===== src/fst_pkg.sv =====
// Constants for the FIFO status and transmit length block.
// Assumes a single 125 MHz system clock and an 8-bit register port.
package fst_pkg;

  // ----------------------------------------------------------------
  // Register offsets
  // ----------------------------------------------------------------
  localparam logic [4:0] FST_OFS_FIFO_LEVEL_STATUS = 5'h1c;
  localparam logic [4:0] FST_OFS_TX_LENGTH_HIGH = 5'h1d;
  localparam logic [4:0] FST_OFS_TX_LENGTH_LOW_PARTIAL = 5'h1e;

  // ----------------------------------------------------------------
  // Field layout
  // ----------------------------------------------------------------
  localparam int FST_OVERFLOW_BIT = 7;
  localparam int FST_PARTIAL_FLAG_BIT = 0;
  localparam int FST_FIFO_DEPTH = 127;
  localparam logic [6:0] FST_FIFO_FULL = 7'h7f;
  localparam logic [7:0] FST_TXLEN_RESET = 8'h00;

  // ----------------------------------------------------------------
  // Transmit sequencer states
  // ----------------------------------------------------------------
  typedef enum logic [2:0] {
    FST_TX_IDLE = 3'b001,
    FST_TX_SEND = 3'b010,
    FST_TX_EOF = 3'b100
  } fst_tx_state_t;

endpackage : fst_pkg


===== src/fst_fifo_mem.sv =====
// 127-byte data store with fill count and overflow flag.
// Assumes push and pop come from logic on clk_sys.
module fst_fifo_mem
  import fst_pkg::*;
(
  // Clock and reset
  input wire logic clk_sys,
  input wire logic rstn,
  // Write side
  input wire logic push,
  input wire logic [7:0] push_data,
  // Read side
  input wire logic pop,
  output logic [7:0] pop_data,
  // Control and state
  input wire logic flush,
  input wire logic clr_overflow,
  output logic [6:0] fifo_level_count,
  output logic overflow
);

  logic [7:0] mem [0:FST_FIFO_DEPTH-1];
  logic [6:0] wr_q, wr_d, rd_q, rd_d, cnt_q, cnt_d;
  logic ovf_q, ovf_d;
  logic do_push, do_pop;

  function automatic logic [6:0] fst_wrap(input logic [6:0] p);
    fst_wrap = (p == FST_FIFO_FULL - 7'h01) ? 7'h00 : p + 7'h01;
  endfunction : fst_wrap

  always_comb
  begin
    do_pop = pop && (cnt_q != 7'h00);
    do_push = push && ((cnt_q != FST_FIFO_FULL) || do_pop);
    wr_d = do_push ? fst_wrap(wr_q) : wr_q;
    rd_d = do_pop ? fst_wrap(rd_q) : rd_q;
    cnt_d = cnt_q + {6'h00, do_push} - {6'h00, do_pop};
    ovf_d = ovf_q;
    if (clr_overflow)
      ovf_d = 1'b0;
    if (push && !do_push)
      ovf_d = 1'b1;
    if (flush)
    begin
      wr_d = 7'h00;
      rd_d = 7'h00;
      cnt_d = 7'h00;
    end
  end

  always_ff @(posedge clk_sys or negedge rstn)
  begin
    if (!rstn)
    begin
      wr_q <= 7'h00;
      rd_q <= 7'h00;
      cnt_q <= 7'h00;
      ovf_q <= 1'b0;
    end
    else
    begin
      wr_q <= wr_d;
      rd_q <= rd_d;
      cnt_q <= cnt_d;
      ovf_q <= ovf_d;
    end
  end

  always_ff @(posedge clk_sys)
  begin
    if (do_push)
      mem[wr_q] <= push_data;
  end

  always_ff @(posedge clk_sys or negedge rstn)
  begin
    if (!rstn)
      pop_data <= 8'h00;
    else if (do_pop)
      pop_data <= mem[rd_q];
  end

  assign fifo_level_count = cnt_q;
  assign overflow = ovf_q;
endmodule : fst_fifo_mem


===== src/fst_top.sv =====
// FIFO status, fill count and transmit length registers of the reader.
// Assumes register accesses come from the host port logic on clk_sys;
// chip enable arrives from a pin and is synchronised here.
//
// How it works
// - overflow bit set beyond 127 bytes
// - low seven bits report FIFO fill
// - high length register holds count bits 11..4
// - length registers clear when disabled or at EOF
// - low register bits 7..4 hold count 3..0
// - bits 3..1 give partial byte bits
// - bit 0 marks last byte partial
module fst_top
  import fst_pkg::*;
(
  // Clock and reset
  input wire logic clk_sys,
  input wire logic rstn,
  // Chip enable pin
  input wire logic chip_en,
  // Register port
  input wire logic reg_wr,
  input wire logic reg_rd,
  input wire logic [4:0] reg_addr,
  input wire logic [7:0] reg_wdata,
  output logic [7:0] reg_rdata,
  // Host FIFO data port
  input wire logic fifo_wr,
  input wire logic [7:0] fifo_wdata,
  input wire logic fifo_rd,
  output logic [7:0] fifo_rdata,
  // Transmit start and encoder side
  input wire logic tx_start,
  input wire logic enc_ready,
  output logic enc_valid,
  output logic [7:0] enc_data,
  output logic [2:0] enc_bits_last,
  output logic enc_last_partial,
  output logic enc_last,
  output logic tx_eof
);

  // ----------------------------------------------------------------
  // Enable synchroniser
  // ----------------------------------------------------------------
  logic en_s1_q, en_s2_q;

  always_ff @(posedge clk_sys or negedge rstn)
  begin
    if (!rstn)
    begin
      en_s1_q <= 1'b0;
      en_s2_q <= 1'b0;
    end
    else
    begin
      en_s1_q <= chip_en;
      en_s2_q <= en_s1_q;
    end
  end

  // ----------------------------------------------------------------
  // Register file
  // ----------------------------------------------------------------
  logic [7:0] txlen_hi_q, txlen_hi_d, txlen_lo_q, txlen_lo_d;
  logic [7:0] rdata_q, rdata_d;
  logic [6:0] fifo_level_count;
  logic overflow, eof_q, eof_d;
  logic [11:0] tx_full_byte_count;
  logic [2:0] partial_byte_bits;
  logic partial_flag;

  function automatic logic fst_hit(input logic [4:0] a, input logic [4:0] ofs);
    fst_hit = (a == ofs);
  endfunction : fst_hit

  assign tx_full_byte_count = {txlen_hi_q, txlen_lo_q[7:4]};
  assign partial_byte_bits = txlen_lo_q[3:1];
  assign partial_flag = txlen_lo_q[FST_PARTIAL_FLAG_BIT];

  always_comb
  begin
    txlen_hi_d = txlen_hi_q;
    txlen_lo_d = txlen_lo_q;
    if (reg_wr && fst_hit(reg_addr, FST_OFS_TX_LENGTH_HIGH))
      txlen_hi_d = reg_wdata;
    if (reg_wr && fst_hit(reg_addr, FST_OFS_TX_LENGTH_LOW_PARTIAL))
      txlen_lo_d = reg_wdata;
    if (!en_s2_q || eof_q)
    begin
      txlen_hi_d = FST_TXLEN_RESET;
      txlen_lo_d = FST_TXLEN_RESET;
    end
    rdata_d = rdata_q;
    if (reg_rd)
    begin
      if (fst_hit(reg_addr, FST_OFS_FIFO_LEVEL_STATUS))
        rdata_d = {overflow, fifo_level_count};
      else if (fst_hit(reg_addr, FST_OFS_TX_LENGTH_HIGH))
        rdata_d = txlen_hi_q;
      else if (fst_hit(reg_addr, FST_OFS_TX_LENGTH_LOW_PARTIAL))
        rdata_d = txlen_lo_q;
      else
        rdata_d = 8'h00;
    end
  end

  always_ff @(posedge clk_sys or negedge rstn)
  begin
    if (!rstn)
    begin
      txlen_hi_q <= FST_TXLEN_RESET;
      txlen_lo_q <= FST_TXLEN_RESET;
      rdata_q <= 8'h00;
    end
    else
    begin
      txlen_hi_q <= txlen_hi_d;
      txlen_lo_q <= txlen_lo_d;
      rdata_q <= rdata_d;
    end
  end

  assign reg_rdata = rdata_q;

  // ----------------------------------------------------------------
  // Transmit sequencer
  // ----------------------------------------------------------------
  fst_tx_state_t st_q, st_d;
  logic [11:0] left_q, left_d;
  logic [11:0] total_d, total_q;
  logic seq_pop, pend_q, pend_d, enc_valid_q, enc_valid_d;
  logic [7:0] fifo_q;

  always_comb
  begin
    st_d = st_q;
    left_d = left_q;
    total_d = total_q;
    seq_pop = 1'b0;
    pend_d = 1'b0;
    eof_d = 1'b0;
    case (st_q)
      FST_TX_IDLE:
      begin
        if (tx_start && en_s2_q)
        begin
          total_d = tx_full_byte_count + {11'h000, partial_flag};
          left_d = total_d;
          st_d = (total_d == 12'h000) ? FST_TX_EOF : FST_TX_SEND;
        end
      end
      FST_TX_SEND:
      begin
        if (!enc_valid_q && !pend_q && fifo_level_count != 7'h00)
        begin
          seq_pop = 1'b1;
          pend_d = 1'b1;
        end
        if (enc_valid_q && enc_ready)
        begin
          left_d = left_q - 12'h001;
          if (left_q == 12'h001)
            st_d = FST_TX_EOF;
        end
      end
      FST_TX_EOF:
      begin
        eof_d = 1'b1;
        st_d = FST_TX_IDLE;
      end
      default:
        st_d = FST_TX_IDLE;
    endcase
  end

  always_comb
  begin
    enc_valid_d = enc_valid_q;
    if (pend_q)
      enc_valid_d = 1'b1;
    else if (enc_valid_q && enc_ready)
      enc_valid_d = 1'b0;
  end

  always_ff @(posedge clk_sys or negedge rstn)
  begin
    if (!rstn)
    begin
      st_q <= FST_TX_IDLE;
      left_q <= 12'h000;
      total_q <= 12'h000;
      pend_q <= 1'b0;
      eof_q <= 1'b0;
      enc_valid_q <= 1'b0;
    end
    else
    begin
      st_q <= st_d;
      left_q <= left_d;
      total_q <= total_d;
      pend_q <= pend_d;
      eof_q <= eof_d;
      enc_valid_q <= enc_valid_d;
    end
  end

  assign enc_valid = enc_valid_q;
  assign enc_data = fifo_q;
  assign enc_last = enc_valid_q && (left_q == 12'h001);
  // Partial marker only on a partial final byte; width shown on every byte while the flag is set
  assign enc_last_partial = enc_last && partial_flag;
  assign enc_bits_last = partial_flag ? partial_byte_bits : 3'h0;
  assign tx_eof = eof_q;
  assign fifo_rdata = fifo_q;

  // ----------------------------------------------------------------
  // Data store
  // ----------------------------------------------------------------
  fst_fifo_mem u_mem (
    .clk_sys(clk_sys),
    .rstn(rstn),
    .push(fifo_wr),
    .push_data(fifo_wdata),
    .pop(fifo_rd || seq_pop),
    .pop_data(fifo_q),
    .flush(!en_s2_q),
    .clr_overflow(!en_s2_q),
    .fifo_level_count(fifo_level_count),
    .overflow(overflow)
  );
endmodule : fst_top


===== config.mk =====
export PLATFORM = sky130hd
export DESIGN_NAME = fst_top
export DESIGN_NICKNAME = d
export VERILOG_FILES = /design/src/fst_pkg.sv /design/src/fst_fifo_mem.sv /design/src/fst_top.sv
export SDC_FILE = /design/constraint.sdc
export NUM_CORES = 1
export LEC_CHECK = 0
export BUFFER_PORTS_ARGS = -buffer_cell sky130_fd_sc_hd__clkbuf_2
export CORE_MARGIN = 2
export CORE_UTILIZATION = 30
export CTS_BUF_LIST = sky130_fd_sc_hd__clkbuf_8
export DETAILED_ROUTE_END_ITERATION = 7
export PLACE_DENSITY_LB_ADDON = 0.3
export SYNTH_ARGS = -nofsm -noshare
export SYNTH_HDL_FRONTEND = slang
export SYNTH_SLANG_ARGS = --single-unit
export TNS_END_PERCENT = 10

===== constraint.sdc =====
create_clock -name clk_sys -period 3.1 [get_ports clk_sys]
set_input_delay 0.465 -clock clk_sys [delete_from_list [all_inputs] [get_ports clk_sys]]
set_output_delay 0.465 -clock clk_sys [all_outputs]
set_load 0.03 [all_outputs]

== Word level (Yosys, flattened, before mapping) ==
Memory sizes are Yosys's and may differ from the RTL's. A register that Yosys moved wholly into a read port is not among the register bits.
Index checks and enable logic that the tools add are counted.

* $add $sub $neg: 6
* $mul: 0
* Divide/modulo/power cells: 0
* Order comparisons: 0
* Equality and inequality tests: 16
* Shift operators: 0
* Muxes and demuxes: 32
* Bitwise logic cells: 0
* Reductions and logical operators: 27

{| class="wikitable"
|+ Operators by type and width
! kind !! number
|-
| 8-bit two-way mux || 7
|-
| 7-bit two-way mux || 7
|-
| 12-bit two-way mux || 2
|-
| 12-bit case mux with 2 select lines || 1
|-
| 5-bit == test (second input constant) || 3
|-
| 3-bit two-way mux || 5
|-
| 7-bit by 1-bit adder with 7-bit output (second input constant) || 2
|-
| 7-bit == test (second input constant) || 2
|-
| 12-bit by 1-bit adder with 12-bit output || 1
|-
| 12-bit by 1-bit == test with 1-bit output (second input constant) || 1
|-
| 12-bit logical NOT || 1
|-
| 12-bit by 1-bit subtractor with 12-bit output (second input constant) || 1
|-
| 1-bit logical AND || 11
|-
| 1-bit two-way mux || 9
|-
| 2-bit nonzero test || 4
|-
| 7-bit by 1-bit adder with 7-bit output || 1
|-
| 7-bit inequality test (second input constant) || 1
|-
| 7-bit nonzero test || 1
|-
| 7-bit by 1-bit subtractor with 7-bit output || 1
|-
| 2-bit by 1-bit inequality test with 1-bit output (second input constant) || 3
|-
| 2-bit inequality test (second input constant) || 3
|-
| 3-bit case mux with 2 select lines || 1
|-
| 3-bit AND reduction || 2
|-
| 1-bit logical NOT || 5
|-
| other kinds (4) || 6
|}

* Register bits after elaboration: 66
* Latch bits: 0
* Bits in writable memories: 1,016
* ROM bits: 0
* Input port bits: 30
* Output and inout bits: 31
* Logic and storage cells: 96
* Memories: 1

{| class="wikitable"
|+ Memories
! name !! words !! bits a word !! rd ports !! clocked after memory_dff !! write ports !! line !! text
|-
| u_mem.mem || 127 || 8 || 1 || 1 || 1 || fst_fifo_mem.sv:22 || <nowiki>logic [7:0] mem [0:FST_FIFO_DEPTH-1];</nowiki>
|}

== Longest topological paths before layout ==
* Word-level depth: 12
* Depth in mapped cells: 16
* Gate-level depth less buffers: 15

== Hierarchy ==
Synthesis repeated with hierarchy kept, for this count alone.

* Cell total of the unflattened synthesis: 2,305
* Area, all modules: 43,585.6 um2

{| class="wikitable"
|+ By module, submodules not included
! module !! instances !! cells an instance !! area each (um2) !! sequential area each (um2)
|-
| fst_fifo_mem || 1 || 1,998 || 40,929.3 || 31,260.0
|-
| fst_top || 1 || 307 || 2,656.3 || 1,102.3
|}

== Worst setup path after synthesis ==
Ideal clock, no wire load.

* Path type: register to register
* Start: register u_mem.cnt_q[2] (netlist: u_mem.fifo_level_count[2])
* End: register u_mem.cnt_q[6] (netlist: u_mem.fifo_level_count[6])
* Library setup time: 0.132 ns
* Data arrival time: 2.946 ns
* Required time: 2.968 ns
* Slack: 0.022 ns
* Stages on the path, launching flop included: 17
* Buffers on the path: 1
* Period minus slack after synthesis: 3.078 ns
* Path through: dfrtp_1 -> inv_1 -> ha_1 -> nand2_1 -> nor4_1 -> nor2_1 -> clkbuf_1 -> ha_1 -> inv_1 -> ha_1 -> fa_1 -> a21oi_1 -> o21bai_1 -> a21oi_1 -> o21bai_1 -> xnor2_1 -> nor2_1

* Longest elaborated chain between the ends: 11
* Elaborated cells between the ends (all ways): 12
* Those cells by class: 2 x add/sub; 1 x eq/ne; 3 x mux; 6 x reduce/logical

{| class="wikitable"
|+ Ends and longest elaborated chain
! element !! line !! text
|-
| start, declared || fst_fifo_mem.sv:23 || <nowiki>logic [6:0] wr_q, wr_d, rd_q, rd_d, cnt_q, cnt_d;</nowiki>
|-
| start signal, assigned || fst_fifo_mem.sv:64 || <nowiki>cnt_q <= cnt_d;</nowiki>
|-
| 7-bit nonzero test (*) || fst_fifo_mem.sv:33, fst_top.sv:155 ||
|-
| 1-bit logical AND || fst_top.sv:155 || <nowiki>if (!enc_valid_q && !pend_q && fifo_level_count != 7'h00)</nowiki>
|-
| 1-bit two-way mux || fst_top.sv:155 ||
|-
| 1-bit two-way mux || fst_top.sv:143 || <nowiki>case (st_q)</nowiki>
|-
| 1-bit logical OR || fst_top.sv:225 || <nowiki>.pop(fifo_rd || seq_pop),</nowiki>
|-
| 1-bit logical AND (*) || fst_fifo_mem.sv:33 || <nowiki>do_pop = pop && (cnt_q != 7'h00);</nowiki>
|-
| via u_mem.do_pop || fst_fifo_mem.sv:25 || <nowiki>logic do_push, do_pop;</nowiki>
|-
| 1-bit logical OR || fst_fifo_mem.sv:34 || <nowiki>do_push = push && ((cnt_q != FST_FIFO_FULL) || do_pop);</nowiki>
|-
| 1-bit logical AND || fst_fifo_mem.sv:34 ||
|-
| 7-bit by 1-bit adder with 7-bit output || fst_fifo_mem.sv:37 || <nowiki>cnt_d = cnt_q + {6'h00, do_push} - {6'h00, do_pop};</nowiki>
|-
| 7-bit by 1-bit subtractor with 7-bit output (*) || fst_fifo_mem.sv:37 ||
|-
| 7-bit two-way mux (*) || fst_fifo_mem.sv:43 || <nowiki>if (flush)</nowiki>
|-
| via u_mem.cnt_d[6] || fst_fifo_mem.sv:23 ||
|}

Mark *: on every way through the listed nets, which the timed path passes. The rest lies on a longest branch.
A chain may end at the register's enable or synchronous reset.

== Worst setup path after layout ==
* Start: register u_mem.cnt_q[4] (netlist: u_mem.fifo_level_count[4])
* End: register u_mem.cnt_q[6] (netlist: u_mem.fifo_level_count[6])

* Longest elaborated chain between the ends: 11
* Elaborated cells between the ends (all ways): 12
* Those cells by class: 2 x add/sub; 1 x eq/ne; 3 x mux; 6 x reduce/logical

{| class="wikitable"
|+ Ends and longest elaborated chain
! element !! line
|-
| 7-bit nonzero test || fst_fifo_mem.sv:33, fst_top.sv:155
|-
| 1-bit logical AND || fst_top.sv:155
|-
| 1-bit two-way mux || fst_top.sv:155
|-
| 1-bit two-way mux || fst_top.sv:143
|-
| 1-bit logical OR || fst_top.sv:225
|-
| 1-bit logical AND || fst_fifo_mem.sv:33
|-
| 1-bit logical OR || fst_fifo_mem.sv:34
|-
| 1-bit logical AND || fst_fifo_mem.sv:34
|-
| 7-bit by 1-bit adder with 7-bit output || fst_fifo_mem.sv:37
|-
| 7-bit by 1-bit subtractor with 7-bit output (*) || fst_fifo_mem.sv:37
|-
| 7-bit two-way mux (*) || fst_fifo_mem.sv:43
|-
| via u_mem.cnt_d[6] || fst_fifo_mem.sv:23
|}

Marked as above.

==> run metrics <==
nets=between 2,000 and 3,000; IO Count=61; Fin. Hold Viols=0; Remaining DRCs=0; total global-route track usage=around 16%; Startpoint Class=register; Pre-Repair DR Iteration Count=6; pin count of the biggest net entering global routing=between 70 and 80; final HPWL from detailed placement=about 75 mm; Cells after Synth=about 2,500; total congestion overflow=0; PwrDens=around 650 mW/mm2; clock skew after layout=0.05215 ns; Max-cap violations=0; design area=between 0.05 and 0.06 mm2; clock-pin slew on the worst setup and hold paths=about 0.06 ns; Hold Path Class=primary input to register; row cnt=140; Max clock buf depth=3; fraction of registers with async set/reset=about 6.8%; Netlist cell types=76; final setup margin=around 0.21 ns; WP buf/inv=1; Data required, critical path=about 3.9 ns; Peak VDD IR=~0.4 mV; first-pass GRT wire length=around 170 mm; Max-slew headroom=around 39%; CP Max Fanout=4; Tot Pwr=roughly 0.034 W; Skew-Pair Late Insertion Delay=about 0.90 ns; Yosys reg bits=approximately 1,100; share of cells above drive strength 1=about a quarter; Post-synth EDFFs=~1,000; Final min period=2.886 ns; Seq/Total Area, Yosys=between 70% and 80%; Top FF cell, synth=edfxtp_1; CP endpoint kind=register; antenna violations before repair=3; vias in the first global route=about 25,000; vias=24,260; die height=387.9 um; post-DR vias/cell=around 4.9; H-Tree Depth=4; starting density of the core=a little under a third; # clock sinks=~1,100; Tcrit/Tclk final=a little over 90%; slew at the pin closest to its max-slew limit=~0.91 ns; Wirelength per Cell=between 20 and 25 um; Ys Warns=0; total nets after synthesis=between 2,000 and 3,000; Cell Area, Placed=0.04815 mm2; die width=387.9 um; CP Class=register to register; core area=~0.15 mm2; critical path cell sequence=ha_1 > nand4_1 > a2111oi_4 > nand2b_4 > clkinv_1 > ha_1 > fa_1 > a21oi_1 > o21bai_1 > a21oi_1 > o21bai_1 > xnor2_1 > nor2_1; slowest stage delay, CP=between 0.4 and 0.5 ns; Max Clock Freq=346.6 MHz; Port Buffer Count=60; DRT iter0 DRCs=approximately 2,300; routability cong.=0.8144; critical path's slowest cell=fa_1; DP Worst Slack=around 0.15 ns; most common cell after layout, fill and taps aside=edfxtp_1; TritonCTS clock tree=done; leakage power total=16.97 nW; Die ar.=~0.15 mm2; Final Slew Violations=0; drt total wl=around 120 mm; Root Driver=clkbuf_8; most frequent cells in the layout=edfxtp_1 (1,016), buf_4 (236), nor2_1 (208); Final setup violation count=0; cts bufs inserted=179; outcome=finished, final reports clean; Syn Std Cell Area=around 0.044 mm2; Routed Antenna Nets=0; Worst EP arrival=around 3.6 ns; area grow syn2layout=17.19%; Avg Cell Area, Syn=17.83 um2; Crit path max-delay family=compound AO/OA/AOI/OAI gates
-- cell families after synthesis --
logic type | share of synthesized area [%]
buffers and inverters | 2.465
flip-flops | 73.20
adder cells (fa/ha/maj) | 0.5830
AND/OR/NAND/NOR | 4.718
multiplexers | 13.82
AO/OA/AOI/OAI | 4.859
XOR/XNOR | 0.3566
-- flip-flops by register name, summed over array words and instances, names as in the netlist, 3 cells and up --
| signal | flops |
|---|---|
| u_mem.mem | 1016 |
| left_q | 12 |
| reg_rdata | 8 |
| txlen_hi_q | 8 |
| txlen_lo_q | 8 |
| u_mem.pop_data | 8 |
| u_mem.fifo_level_count | 7 |
| u_mem.rd_q | 7 |
| u_mem.wr_q | 7 |
| st_q | 3 |
-- stage by stage --
step                      TNS [ns]  hold slack [ns]  cells  util (%)
after global placement           0           0.3494   4557     33.00
final                            0          0.09964   4909     35.51
after CTS                        0         0.004559   4906     35.48
after global routing      -0.02043          0.04666   4908     35.51
after floorplan                  0           0.1694   2480         -
after detailed placement         0           0.3363   4557     33.00
-- worst reg2reg max path: cells and delay by family, from the launching register on --
family,cells,cell delay [ns]
flip-flops,1,0.41
AO/OA/AOI/OAI,5,0.91
buffers and inverters,1,0.08
adder cells (fa/ha/maj),3,0.84
XOR/XNOR,1,0.17
AND/OR/NAND/NOR,3,0.39
-- cells in the mapped netlist (5+ instances only) --
| master | number | share of area [%] |
|---|---|---|
| buf_6 | 15 | 0.38 |
| edfxtp_1 | 1016 | 69 |
| and2_1 | 15 | 0.21 |
| a221oi_1 | 7 | 0.14 |
| buf_2 | 33 | 0.37 |
| mux2_2 | 5 | 0.13 |
| buf_4 | 44 | 0.75 |
| nand4_1 | 12 | 0.17 |
| xnor2_1 | 15 | 0.30 |
| a21oi_1 | 92 | 1.0 |
| o211ai_1 | 14 | 0.24 |
| o221ai_1 | 7 | 0.14 |
| a31oi_1 | 12 | 0.17 |
| or3_1 | 5 | 0.071 |
| nor2_1 | 210 | 1.8 |
| clkbuf_1 | 48 | 0.41 |
| a211oi_1 | 13 | 0.22 |
| nand2b_1 | 5 | 0.071 |
| nor4_1 | 5 | 0.071 |
| nand2_1 | 107 | 0.91 |
| nor2b_1 | 14 | 0.20 |
| inv_1 | 22 | 0.19 |
| o22ai_1 | 28 | 0.40 |
| o21ai_0 | 53 | 0.60 |
| mux4_1 | 11 | 0.65 |
| mux4_2 | 167 | 8.5 |
| ha_1 | 19 | 0.54 |
| nor3_1 | 19 | 0.22 |
| nand3b_1 | 6 | 0.10 |
| dfrtp_1 | 73 | 4.1 |
| a22oi_1 | 42 | 0.71 |
| nand3_1 | 48 | 0.54 |
| mux2i_1 | 200 | 4.5 |
| a22o_1 | 7 | 0.14 |
-- final cells by class --
class | count | area, um2
multi-input cells | 1214 | 10800
inverters | 25 | 93.84
repair buffers | 334 | 2748
clock inverters | 143 | 857.1
diodes | 2 | 5.005
clock buffers | 184 | 2532
fillers | 13820 | 94110
well taps | 1917 | 2399
flip-flops and latches | 1090 | 32370
-- power breakdown --
group	switching, W	internal (W)	leakage (nW)
Combinational	0.00287	0.00209	4.90
Sequential	0.000314	0.0162	10.1
Clock	0.00590	0.00616	1.98
Total	0.00908	0.0245	17.0
-- per-layer routing --
layer | vias to the layer above | wire, um | GRT usage [%]
met1 | 12550 | 52500 | 21.76
li1 | 10670 | - | -
met5 | - | 151 | 0
met2 | 883 | 54630 | 24.27
met3 | 158 | 8489 | 3.603
met4 | 2 | 2572 | 4.737
-- final timing paths --
kind / startpoint / end / slack, ns / depth (start not counted)
hold / removal: fifo_wdata[1] / u_mem.mem[3][1] / 0.1 / 1
setup reg to reg: u_mem.fifo_level_count[4] / u_mem.fifo_level_count[6] / 0.21 / 13
max in group asynchronous: rstn / st_q[0] / 2.11 / 3
min in group asynchronous: rstn / txlen_lo_q[2] / 0.14 / 2
hold reg to reg: en_s1_q / en_s2_q / 0.36 / 0
setup / recovery: u_mem.fifo_level_count[4] / u_mem.fifo_level_count[6] / 0.21 / 13
-- timing repair --
action | 4_1_cts | 5_1_grt
hold buffers | 22 | 0
hold endpoints to repair | 69 | 0
cloned | 0 | 0
buffers inserted | 0 | 1
resized for setup | 1 | 3
endpoints found under the setup margin | 1 | 1
(Power assumes the default switching activity.)
